[config.mk]
export PLATFORM = sky130hd
export DESIGN_NAME = ppc_top
export DESIGN_NICKNAME = d
export VERILOG_FILES = /design/src/rtl/ppc_pkg.sv /design/src/rtl/ppc_dir_if.sv /design/src/rtl/ppc_dir_resolve.sv /design/src/rtl/ppc_sync.sv /design/src/rtl/ppc_top.sv
export SDC_FILE = /design/constraint.sdc
export NUM_CORES = 1
export LEC_CHECK = 0
export ABC_CLOCK_PERIOD_IN_PS = 2800
export BUFFER_PORTS_ARGS = -buffer_cell sky130_fd_sc_hd__buf_2
export CELL_PAD_IN_SITES_DETAIL_PLACEMENT = 2
export CELL_PAD_IN_SITES_GLOBAL_PLACEMENT = 2
export CORE_MARGIN = 3
export CORE_UTILIZATION = 29
export DETAILED_ROUTE_END_ITERATION = 10
export MAX_ROUTING_LAYER = met4
export PLACE_DENSITY = 0.8
export SYNTH_ARGS = -nofsm -noshare
export SYNTH_HDL_FRONTEND = slang
export SYNTH_HIERARCHICAL = 1
export SYNTH_SLANG_ARGS = --single-unit
[constraint.sdc]
create_clock -name CLOCK_I -period 2.8 [get_ports CLOCK_I]
set_input_delay 0.56 -clock CLOCK_I [delete_from_list [all_inputs] [get_ports CLOCK_I]]
set_output_delay 0.56 -clock CLOCK_I [all_outputs]
set_load 0.03 [all_outputs]
[src/rtl/ppc_pkg.sv]
/*
 * ppc_pkg: shared constants and types for the port pin configuration block.
 * Assumes a byte-wide register map reached over classic Wishbone, word aligned.
 */
package ppc_pkg;
    // register indices as printed; byte address is four times the index
    localparam logic [7:0] IDX_S_PULL_POL   = 8'h0d;
    localparam logic [7:0] IDX_S_OD_SEL     = 8'h0e;
    localparam logic [7:0] IDX_M_DATA       = 8'h10;
    localparam logic [7:0] IDX_M_PIN_LEVEL  = 8'h11;
    localparam logic [7:0] IDX_M_DIRECTION  = 8'h12;
    localparam logic [7:0] IDX_M_DRV_RED    = 8'h13;
    localparam logic [7:0] IDX_S_PULL_EN    = 8'h14;
    localparam logic [7:0] IDX_M_PERIPH_OVR = 8'h15;
    localparam int         ADDR_W           = 8;
    localparam int         S_W              = 4;
    localparam int         M_W              = 6;
    localparam int         SPI_LO           = 2;
    localparam logic [S_W-1:0] S_PULL_EN_RST = 4'hf;
    localparam logic [S_W-1:0] S_ZERO_RST    = 4'h0;
    localparam logic [M_W-1:0] M_ZERO_RST    = 6'h00;
    localparam int         SYNC_STAGES      = 2;
    localparam logic [31:0] UNMAPPED_DATA   = 32'h0000_0000;

    // per-pin direction resolution result for port m
    typedef struct packed {
        logic [M_W-1:0] is_out;
    } ppc_dir_t;
endpackage

[src/rtl/ppc_dir_if.sv]
/*
 * ppc_dir_if: carries peripheral ownership and the resolved port m direction
 * between the top and the direction resolver.
 */
`timescale 1ns/1ps
interface ppc_dir_if;
    import ppc_pkg::*;
    logic [M_W-1:0] dir_bits;
    logic [M_W-1:0] force_out;
    logic [M_W-1:0] force_in;
    logic [M_W-1:0] is_out;
    modport top (output dir_bits, output force_out, output force_in, input is_out);
    modport res (input dir_bits, input force_out, input force_in, output is_out);
endinterface

[src/rtl/ppc_dir_resolve.sv]
/*
 * ppc_dir_resolve: combines direction register with peripheral overrides.
 * Assumes the override inputs are already on the bus clock.
 */
`timescale 1ns/1ps
module ppc_dir_resolve (
    ppc_dir_if.res d
);
    import ppc_pkg::*;
    // transmit ownership wins over receive; the direction bit counts only when free
    genvar g;
    generate
        for (g = 0; g < M_W; g++) begin : g_pin
            assign d.is_out[g] = d.force_out[g] ? 1'b1 :
                                 d.force_in[g]  ? 1'b0 : d.dir_bits[g];
        end
    endgenerate
endmodule

[src/rtl/ppc_sync.sv]
/*
 * ppc_sync: two-stage synchroniser for pin levels.
 * Assumes the pins are asynchronous to CLOCK_I.
 */
`timescale 1ns/1ps
module ppc_sync #(
    parameter int W = 6
) (
    input  wire logic         clk_i,
    input  wire logic         rst_i,
    input  wire logic [W-1:0] d_i,
    output logic      [W-1:0] q_o
);
    import ppc_pkg::*;
    typedef struct packed {
        logic [W-1:0] s1;
        logic [W-1:0] s2;
    } ppc_sync_t;
    ppc_sync_t st_reg;
    ppc_sync_t st_next;

    // first stage only feeds the second
    always_comb begin
        st_next    = st_reg;
        st_next.s1 = d_i;
        st_next.s2 = st_reg.s1;
    end

    always_ff @(posedge clk_i or posedge rst_i) begin
        if (rst_i) begin
            st_reg <= '0;
        end else begin
            st_reg <= st_next;
        end
    end

    assign q_o = st_reg.s2;
endmodule

[src/rtl/ppc_top.sv]
/*
 * ppc_top: pin configuration and data logic for port s (pull, open drain)
 * and port m (latch, readback, direction, reduced drive).
 * Assumes a classic Wishbone master on CLOCK_I and pad cells outside that
 * take the output enables, pull controls and drive selects.
 */
`timescale 1ns/1ps
// How it works
// - port s polarity 0 selects pull-up on enabled input or open-drain pin
// - port s polarity 1 selects pull-down only on an enabled input pin
// - port s open-drain bit 1 drives low only; 0 means push-pull
// - port s open-drain bit has no effect on input pins
// - port m data read gives latch for outputs, pin level for inputs
// - port m pin-level read always gives synchronised pin states
// - writes to port m pin-level register are ignored
// - port m direction bit 0 means input, 1 output, bits 5..0
// - enabled transmit owner forces output, receive owner forces input unless spi drives that pin out
// - disabled owner hands direction back to the direction bit
// - enabled spi module sets directions of its pins 5..2 not taken by a transmit owner
// - pin reads lag direction changes by up to three cycles
// - port m reduced-drive bit 1 selects about one-third strength
// - reduced-drive bit ignored on pins used as inputs
// - port s pull enables act on inputs or open-drain only, reset on
module ppc_top
    import ppc_pkg::*;
(
    // clock and reset
    input  wire logic                 CLOCK_I,
    input  wire logic                 RST_I,
    // wishbone slave
    input  wire logic                 CYC_I,
    input  wire logic                 STB_I,
    input  wire logic                 WE_I,
    input  wire logic [31:0]          ADR_I,
    input  wire logic [3:0]           SEL_I,
    input  wire logic [31:0]          DAT_I,
    output logic      [31:0]          DAT_O,
    output logic                      ACK_O,
    // port s pins (direction and data owned elsewhere)
    input  wire logic [ppc_pkg::S_W-1:0] S_DIR_I,
    input  wire logic [ppc_pkg::S_W-1:0] S_OUT_VAL_I,
    output logic      [ppc_pkg::S_W-1:0] S_PIN_OE_O,
    output logic      [ppc_pkg::S_W-1:0] S_PIN_O,
    output logic      [ppc_pkg::S_W-1:0] S_PULL_UP_O,
    output logic      [ppc_pkg::S_W-1:0] S_PULL_DOWN_O,
    // port m pins
    input  wire logic [ppc_pkg::M_W-1:0] M_PIN_I,
    output logic      [ppc_pkg::M_W-1:0] M_PIN_O,
    output logic      [ppc_pkg::M_W-1:0] M_PIN_OE_O,
    output logic      [ppc_pkg::M_W-1:0] M_DRIVE_REDUCED_O,
    // peripheral ownership of port m pins, same clock
    input  wire logic [ppc_pkg::M_W-1:0] M_PERIPH_TX_EN_I,
    input  wire logic [ppc_pkg::M_W-1:0] M_PERIPH_RX_EN_I,
    input  wire logic [ppc_pkg::M_W-1:0] M_PERIPH_OUT_I,
    input  wire logic                    SPI_EN_I,
    input  wire logic [ppc_pkg::M_W-1:0] SPI_DIR_I
);
    import ppc_pkg::*;

    typedef struct packed {
        logic [S_W-1:0] s_pull_polarity;
        logic [S_W-1:0] s_open_drain_select;
        logic [S_W-1:0] s_pull_enable;
        logic [M_W-1:0] m_output_latch;
        logic [M_W-1:0] m_direction;
        logic [M_W-1:0] m_drive_reduce;
        logic [31:0]    dat;
        logic           ack;
        logic [S_W-1:0] s_oe;
        logic [S_W-1:0] s_out;
        logic [S_W-1:0] s_pu;
        logic [S_W-1:0] s_pd;
        logic [M_W-1:0] m_oe;
        logic [M_W-1:0] m_out;
        logic [M_W-1:0] m_red;
    } ppc_state_t;

    ppc_state_t     st_reg;
    ppc_state_t     st_next;
    logic [M_W-1:0] m_pin_level;
    logic [M_W-1:0] m_force_out;
    logic [M_W-1:0] m_force_in;
    logic [M_W-1:0] m_is_out;
    logic [M_W-1:0] m_spi_pins;
    logic [ADDR_W-1:0] idx;
    logic           bus_req;

    ppc_dir_if dir_bus ();

    // pin levels cross into the bus clock before anyone reads them
    ppc_sync #(
        .W (M_W)
    ) u_sync (
        .clk_i (CLOCK_I),
        .rst_i (RST_I),
        .d_i   (M_PIN_I),
        .q_o   (m_pin_level)
    );

    // spi claims only pins 5..2; its direction replaces the register there
    always_comb begin
        m_spi_pins = '0;
        m_spi_pins[M_W-1:SPI_LO] = {(M_W-SPI_LO){SPI_EN_I}};
        m_force_out = M_PERIPH_TX_EN_I | (m_spi_pins & SPI_DIR_I);
        m_force_in  = (M_PERIPH_RX_EN_I & ~M_PERIPH_TX_EN_I)
                    | (m_spi_pins & ~SPI_DIR_I);
    end

    assign dir_bus.dir_bits  = st_reg.m_direction;
    assign dir_bus.force_out = m_force_out;
    assign dir_bus.force_in  = m_force_in;
    assign m_is_out          = dir_bus.is_out;

    ppc_dir_resolve u_dir (
        .d (dir_bus.res)
    );

    assign idx     = ADR_I[ADDR_W+1:2];
    assign bus_req = CYC_I & STB_I & ~st_reg.ack;

    // register file, bus answer and pad controls, all registered
    always_comb begin
        st_next     = st_reg;
        st_next.ack = bus_req;
        // writes take the low byte lane only; narrow registers ignore upper bits
        if (bus_req && WE_I && SEL_I[0] && ADR_I[31:ADDR_W+2] == '0) begin
            case (idx)
                IDX_S_PULL_POL:  st_next.s_pull_polarity     = DAT_I[S_W-1:0];
                IDX_S_OD_SEL:    st_next.s_open_drain_select = DAT_I[S_W-1:0];
                IDX_S_PULL_EN:   st_next.s_pull_enable       = DAT_I[S_W-1:0];
                IDX_M_DATA:      st_next.m_output_latch      = DAT_I[M_W-1:0];
                IDX_M_DIRECTION: st_next.m_direction         = DAT_I[M_W-1:0];
                IDX_M_DRV_RED:   st_next.m_drive_reduce      = DAT_I[M_W-1:0];
                IDX_M_PIN_LEVEL: st_next.m_drive_reduce      = st_reg.m_drive_reduce;
                default:         st_next.dat                 = st_reg.dat;
            endcase
        end
        // read data; unmapped addresses answer with zero
        st_next.dat = UNMAPPED_DATA;
        if (bus_req && !WE_I && ADR_I[31:ADDR_W+2] == '0) begin
            case (idx)
                IDX_S_PULL_POL:   st_next.dat[S_W-1:0] = st_reg.s_pull_polarity;
                IDX_S_OD_SEL:     st_next.dat[S_W-1:0] = st_reg.s_open_drain_select;
                IDX_S_PULL_EN:    st_next.dat[S_W-1:0] = st_reg.s_pull_enable;
                IDX_M_DATA:       st_next.dat[M_W-1:0] = (m_is_out & st_reg.m_output_latch)
                                                       | (~m_is_out & m_pin_level);
                IDX_M_PIN_LEVEL:  st_next.dat[M_W-1:0] = m_pin_level;
                IDX_M_DIRECTION:  st_next.dat[M_W-1:0] = st_reg.m_direction;
                IDX_M_DRV_RED:    st_next.dat[M_W-1:0] = st_reg.m_drive_reduce;
                IDX_M_PERIPH_OVR: st_next.dat[M_W-1:0] = m_force_out | m_force_in;
                default:          st_next.dat          = UNMAPPED_DATA;
            endcase
        end
        // port s: open drain only drives lows; inputs never drive
        for (int i = 0; i < S_W; i++) begin
            if (!S_DIR_I[i]) begin
                st_next.s_oe[i] = 1'b0;
            end else if (st_reg.s_open_drain_select[i]) begin
                st_next.s_oe[i] = ~S_OUT_VAL_I[i];
            end else begin
                st_next.s_oe[i] = 1'b1;
            end
            st_next.s_out[i] = S_OUT_VAL_I[i] & ~st_reg.s_open_drain_select[i];
            // pulls stay off on push-pull outputs so they never fight the driver
            st_next.s_pu[i] = st_reg.s_pull_enable[i] & ~st_reg.s_pull_polarity[i]
                            & (~S_DIR_I[i] | st_reg.s_open_drain_select[i]);
            st_next.s_pd[i] = st_reg.s_pull_enable[i] & st_reg.s_pull_polarity[i]
                            & ~S_DIR_I[i];
        end
        // port m: peripheral data rides out while it owns the pin
        st_next.m_oe  = m_is_out;
        st_next.m_out = (m_force_out & M_PERIPH_OUT_I) | (~m_force_out & st_reg.m_output_latch);
        st_next.m_red = st_reg.m_drive_reduce & m_is_out;
    end

    always_ff @(posedge CLOCK_I or posedge RST_I) begin
        if (RST_I) begin
            st_reg                     <= '0;
            st_reg.s_pull_enable       <= S_PULL_EN_RST;
            st_reg.s_pull_polarity     <= S_ZERO_RST;
            st_reg.s_open_drain_select <= S_ZERO_RST;
            st_reg.m_direction         <= M_ZERO_RST;
            st_reg.m_drive_reduce      <= M_ZERO_RST;
        end else begin
            st_reg <= st_next;
        end
    end

    // every output straight from the state register
    assign DAT_O             = st_reg.dat;
    assign ACK_O             = st_reg.ack;
    assign S_PIN_OE_O        = st_reg.s_oe;
    assign S_PIN_O           = st_reg.s_out;
    assign S_PULL_UP_O       = st_reg.s_pu;
    assign S_PULL_DOWN_O     = st_reg.s_pd;
    assign M_PIN_O           = st_reg.m_out;
    assign M_PIN_OE_O        = st_reg.m_oe;
    assign M_DRIVE_REDUCED_O = st_reg.m_red;
endmodule

# Word level (Yosys, flattened, before mapping)
# Index checks and enable logic that the tools add are counted.
[op_classes]
n_eq_ne = 8
n_mux = 23
n_bitwise = 60
n_reduce_logical = 13
[ops]
columns = ["operator", "n"]
rows = [
  ["$and A6 B6 Y6", 8],
  ["$eq A8 B5 Y1 const B", 6],
  ["$pmux W4 S8", 1],
  ["$or A6 B6 Y6", 5],
  ["$not A6 Y6", 4],
  ["$and A1 B1 Y1", 22],
  ["$logic_not A22 Y1", 1],
  ["$mux W1", 20],
  ["$not A1 Y1", 17],
  ["$eq A8 B4 Y1 const B", 2],
  ["$reduce_and A2 Y1", 6],
  ["$pmux W2 S5", 1],
  ["$mux W6", 1],
  ["$logic_and A1 B1 Y1", 5],
  ["$or A1 B1 Y1", 4],
  ["$logic_not A1 Y1", 1],
]
[totals]
reg_bits = 109
inputBits = 112
output_inout_bits = 67
elab_cells = 121

# Longest topological paths before layout
[depth]
depth_word = 10
mapped_depth = 9
ltp_nobuf = 8

# By module
# The synthesis kept the hierarchy.
[modules_own_cells]
columns = ["module", "n_inst", "cells_each", "area_per_inst_um2"]
rows = [
  ["ppc_top", 1, 332, 3798.6],
  ["ppc_sync", 1, 13, 304.0],
  ["ppc_dir_resolve", 1, 12, 67.6],
]

# Worst setup path before layout
# OpenSTA, ideal clock, no wires.
[synth_path]
path_kind = "input-to-reg"
start = "input ADR_I[7]"
end = "register st_reg[67] in the netlist's numbering"
arrival_time_ns = 2.173
required_time_ns = 2.675
slack_ns = 0.502
path_stages = 5
n_path_buf = 1
cell_sequence = "or3_1 -> buf_2 -> or3_4 -> nor4_4 -> mux2_2"
[synth_between]
elab_chain_cells = 2
[synth_rtl]
columns = ["item", "line", "text"]
rows = [
  ["start, declared", "ppc_top.sv:34", "input wire logic [31:0] ADR_I,"],
  ["$eq A8 B5 Y1", "ppc_top.sv:127", "case (idx)"],
  ["$reduce_and A2 Y1 (no source line)", "--", ""],
  ["end signal, assigned", "ppc_top.sv:185", "st_reg <= st_next;"],
  ["end, declared", "ppc_top.sv:78", "ppc_state_t st_reg;"],
]
# No other way between the ends.
# A chain may end at the register's enable or synchronous reset.

# Final worst setup path
[layout_path]
start = "input ADR_I[25]"
end = "register st_reg[91] in the netlist's numbering"
[layout_between]
elab_chain_cells = 3
[layout_rtl]
columns = ["item", "line", "text"]
rows = [
  ["$logic_not A22 Y1", "ppc_top.sv:126", "if (bus_req && WE_I && SEL_I[0] && ADR_I[31:ADDR_W+2] == '0) begin"],
  ["$logic_and A1 B1 Y1", "ppc_top.sv:126", ""],
  ["$reduce_and A2 Y1 (no source line)", "--", ""],
]
# No other way between the ends.

==> results.yml <==
clocking:
  cts_hold_buffers: 0
  clk_pin_slew_worst_paths_ns: 0.07
  cts_sinks: 83
  max-clock-path-buffers: 2
  cts_post_setup_buffers_inserted: 0
  cts_tree: "built"
  clkLatencyLatePin_ns: 0.34
  post_cts_resize_count: 0
  cts_root_buffer: "clkbuf_16"
  cts_buffers: 9
  cts_max_level: 3
setup_path:
  r2r-start: "ACK_O"
  start_kind: "primary input"
  required_ns: 3.03
  crit_fanout: 4
  regToRegSetupSlack_ns: 0.74
  end_kind: "flop"
  regToRegEndpoint: "st_reg[91]"
  r2r_cells: 4
  path_class: "primary input to flop"
  arrival_ns: 2.53
synth:
  synthFlopType: "dfrtp_1"
  yosysWarnings: 6
  syn_avg_cell_area_um2: 11.68
  async_flop_share_pct: 100.0
  ys_top_cells_by_area: "dfrtp_1 (47%), buf_4 (12%), mux2_2 (10%)"
  synth_area_leader_cell: "dfrtp_1"
  seq_area_frac_synth_pct: 49.92
  syn_inst: 357
  ys_types: 46
  syn_area_um2: 4170
  synth_edf_count: 0
  synth_top_area_share_pct: 47.40
  ys_seq_elements: 83
die:
  core_area_um2: 13990
  start_util_pct: 29.81
  die_h_um: 125.9
  dieArea_um2: 15850
  row_count: 43
  die_x_um: 125.9
  num_io_pins: 179
worst_hold_path:
  hp-class: "primary input to asynchronous set/reset pin"
layout:
  largest_reg_flops: 24
  layout-drive-gt1-share_pct: 45.35
  post_layout_nonfiller_instances: 632
  fillCellCount: 1515
  stdcell_area_um2: 4927
  fin_nets: 559
  multi_input_area_um2: 1598
  diodes: 0
  syn2layout_area_growth_pct: 18.15
  seq_area_um2: 2082
timing:
  finClkSkew_ns: 0.007627
  max_freq_ghz: 0.4351
  min_period_over_period_pct: 82.09
  hold_viol: 0
  rsz0062_at_grt: "no"
  worst_pin_slew_ns: 1.038
  fin_setup_tns_ns: 0
  slew_violations: 0
  relSlewSlack_pct: 29.95
  min_period_ns: 2.299
  setup_viol: 0
  hold_slack_ns: 0.2296
job:
  max_cap_violations: 0
power:
  ir_drop_mv: 0.2497
  p_comb_share_pct: 11.0
  power.share.sequential_pct: 46.1
  power_switching_share_pct: 27.08
  p_per_area_nw_per_um2: 543.1
  p_clk_share_pct: 42.9
  power_mw: 2.676
  power.static_leakage_nw: 2.515
  p_switching_mw: 0.7245
  internal-power_mw: 1.951
placement:
  place_area_um2: 4641
  portBuffers: 119
  dp_cells: 616
  place_hpwl_mm: 8.668
  gp_congestion: 0.7793
routing:
  firstDrtPassIters: 4
  highest_layer: "met4"
  wire_per_inst_um: 17.88
  wl_met3_um: 512
  viasPerCell: 4.623
  route.detailed.drc: 0
  drt-met1-wl_mm: 4.819
  num_vias: 2922
  drt_wl_total_mm: 11.30
  wl_met2_mm: 5.759
  antenna_left: 0
  initialDrtViolationCount: 121
grt:
  grtUsageTotal_pct: 14.98
  antenna_found_initial: 0
  grt_max_degree: 72
  grt_pass1_vias: 3262
  overflow: 0
  grt_pass1_wl_mm: 17.93
outcome:
  outcome: "finished, final reports clean"
[worst max-delay path, cell delays in order]
cell	delay, ns
buf_2	0.10
nor4_1	0.48
nand4_1	0.37
or4b_4	0.69
mux2_4	0.33
[through the flow]
step / util (%) / setup WS [ns]
after floorplan: - / 0.4501
final: 35.22 / 0.5015
after global placement: 33.18 / 0.2956
after global routing: 35.22 / 0.4156
after detailed placement: 33.18 / 0.1739
after CTS: 35.22 / 0.5306
[cell usage in the layout (no fill, tap or decap), types with 7 or more instances in the layout]
cell type,netlist,routed
nand2_1,9,9
o21ai_0,7,7
nor3_1,8,8
nor2b_1,15,15
inv_1,14,13
mux2_2,38,38
buf_2,2,119
a21o_1,10,10
conb_1,1,26
a22o_1,7,7
clkbuf_16,0,9
nor2_1,10,10
buf_4,66,9
dfrtp_1,79,79
and2_1,8,8
[kinds of logic after synthesis]
logic type,count (synthesis),synth area share [%]
simple gates,85,14.16
mux,48,13.14
flops,83,49.93
other cells,1,0.08992
compound gates,51,8.671
buf+inv,89,14.01
[power groups by stage]
| stage | clock (mW) | sequential [mW] | combinational, mW |
|---|---|---|---|
| after floorplan | 0 | 1.25 | 0.224 |
| after global placement | 0 | 1.25 | 0.286 |
| after detailed placement | 0 | 1.26 | 0.296 |
| after CTS | 1.19 | 1.23 | 0.298 |
| after global routing | 1.25 | 1.23 | 0.321 |
| final | 1.15 | 1.23 | 0.294 |
[cell type report]
cell class / count / area share [%]
Sequential cell: 83 / 42.25
Multi-Input combinational cell: 210 / 32.43
Timing Repair Buffer: 129 / 13.86
Clock buffer: 10 / 4.850
Tap cell: 180 / 4.571
Inverter: 14 / 1.067
Clock inverter: 6 / 0.9650
[cells in the mapped netlist (2+ instances only)]
| cell type | count |
|---|---|
| mux2i_1 | 6 |
| buf_4 | 66 |
| o21ai_0 | 7 |
| nor4_4 | 3 |
| nor3_1 | 8 |
| o211ai_1 | 3 |
| a21o_1 | 10 |
| nor4_1 | 2 |
| mux2_4 | 4 |
| dfrtp_1 | 79 |
| inv_1 | 14 |
| a22o_1 | 7 |
| o22ai_1 | 4 |
| clkbuf_1 | 6 |
| buf_2 | 2 |
| nor4_2 | 4 |
| a22oi_1 | 4 |
| nor2_1 | 10 |
| mux2_2 | 38 |
| a21oi_1 | 4 |
| dfstp_2 | 4 |
| nand3b_1 | 2 |
| nand2_1 | 9 |
| and2_1 | 8 |
| nand3_1 | 4 |
| nor3b_1 | 5 |
| nand2b_1 | 3 |
| or3_1 | 2 |
| a21boi_0 | 6 |
| nor2b_1 | 15 |
| a211oi_1 | 3 |
[per-layer routing]
layer	track usage (%)	vias up
met5	-	-
met4	5.868	0
met3	3.053	13
met2	24.95	95
met1	17.86	1485
li1	-	1329
[worst max-delay path by stage]
stage | start | end | slack [ns] | cells after the start
floorplan | RST_I | ACK_O | 0.45 | 1
global placement | ADR_I[13] | st_reg[92] | 0.30 | 5
detailed placement | ADR_I[25] | st_reg[90] | 0.17 | 5
CTS | ADR_I[25] | st_reg[91] | 0.53 | 5
global route | ADR_I[25] | st_reg[91] | 0.42 | 5
finish | ADR_I[25] | st_reg[91] | 0.50 | 5
(Power assumes the default switching activity.)
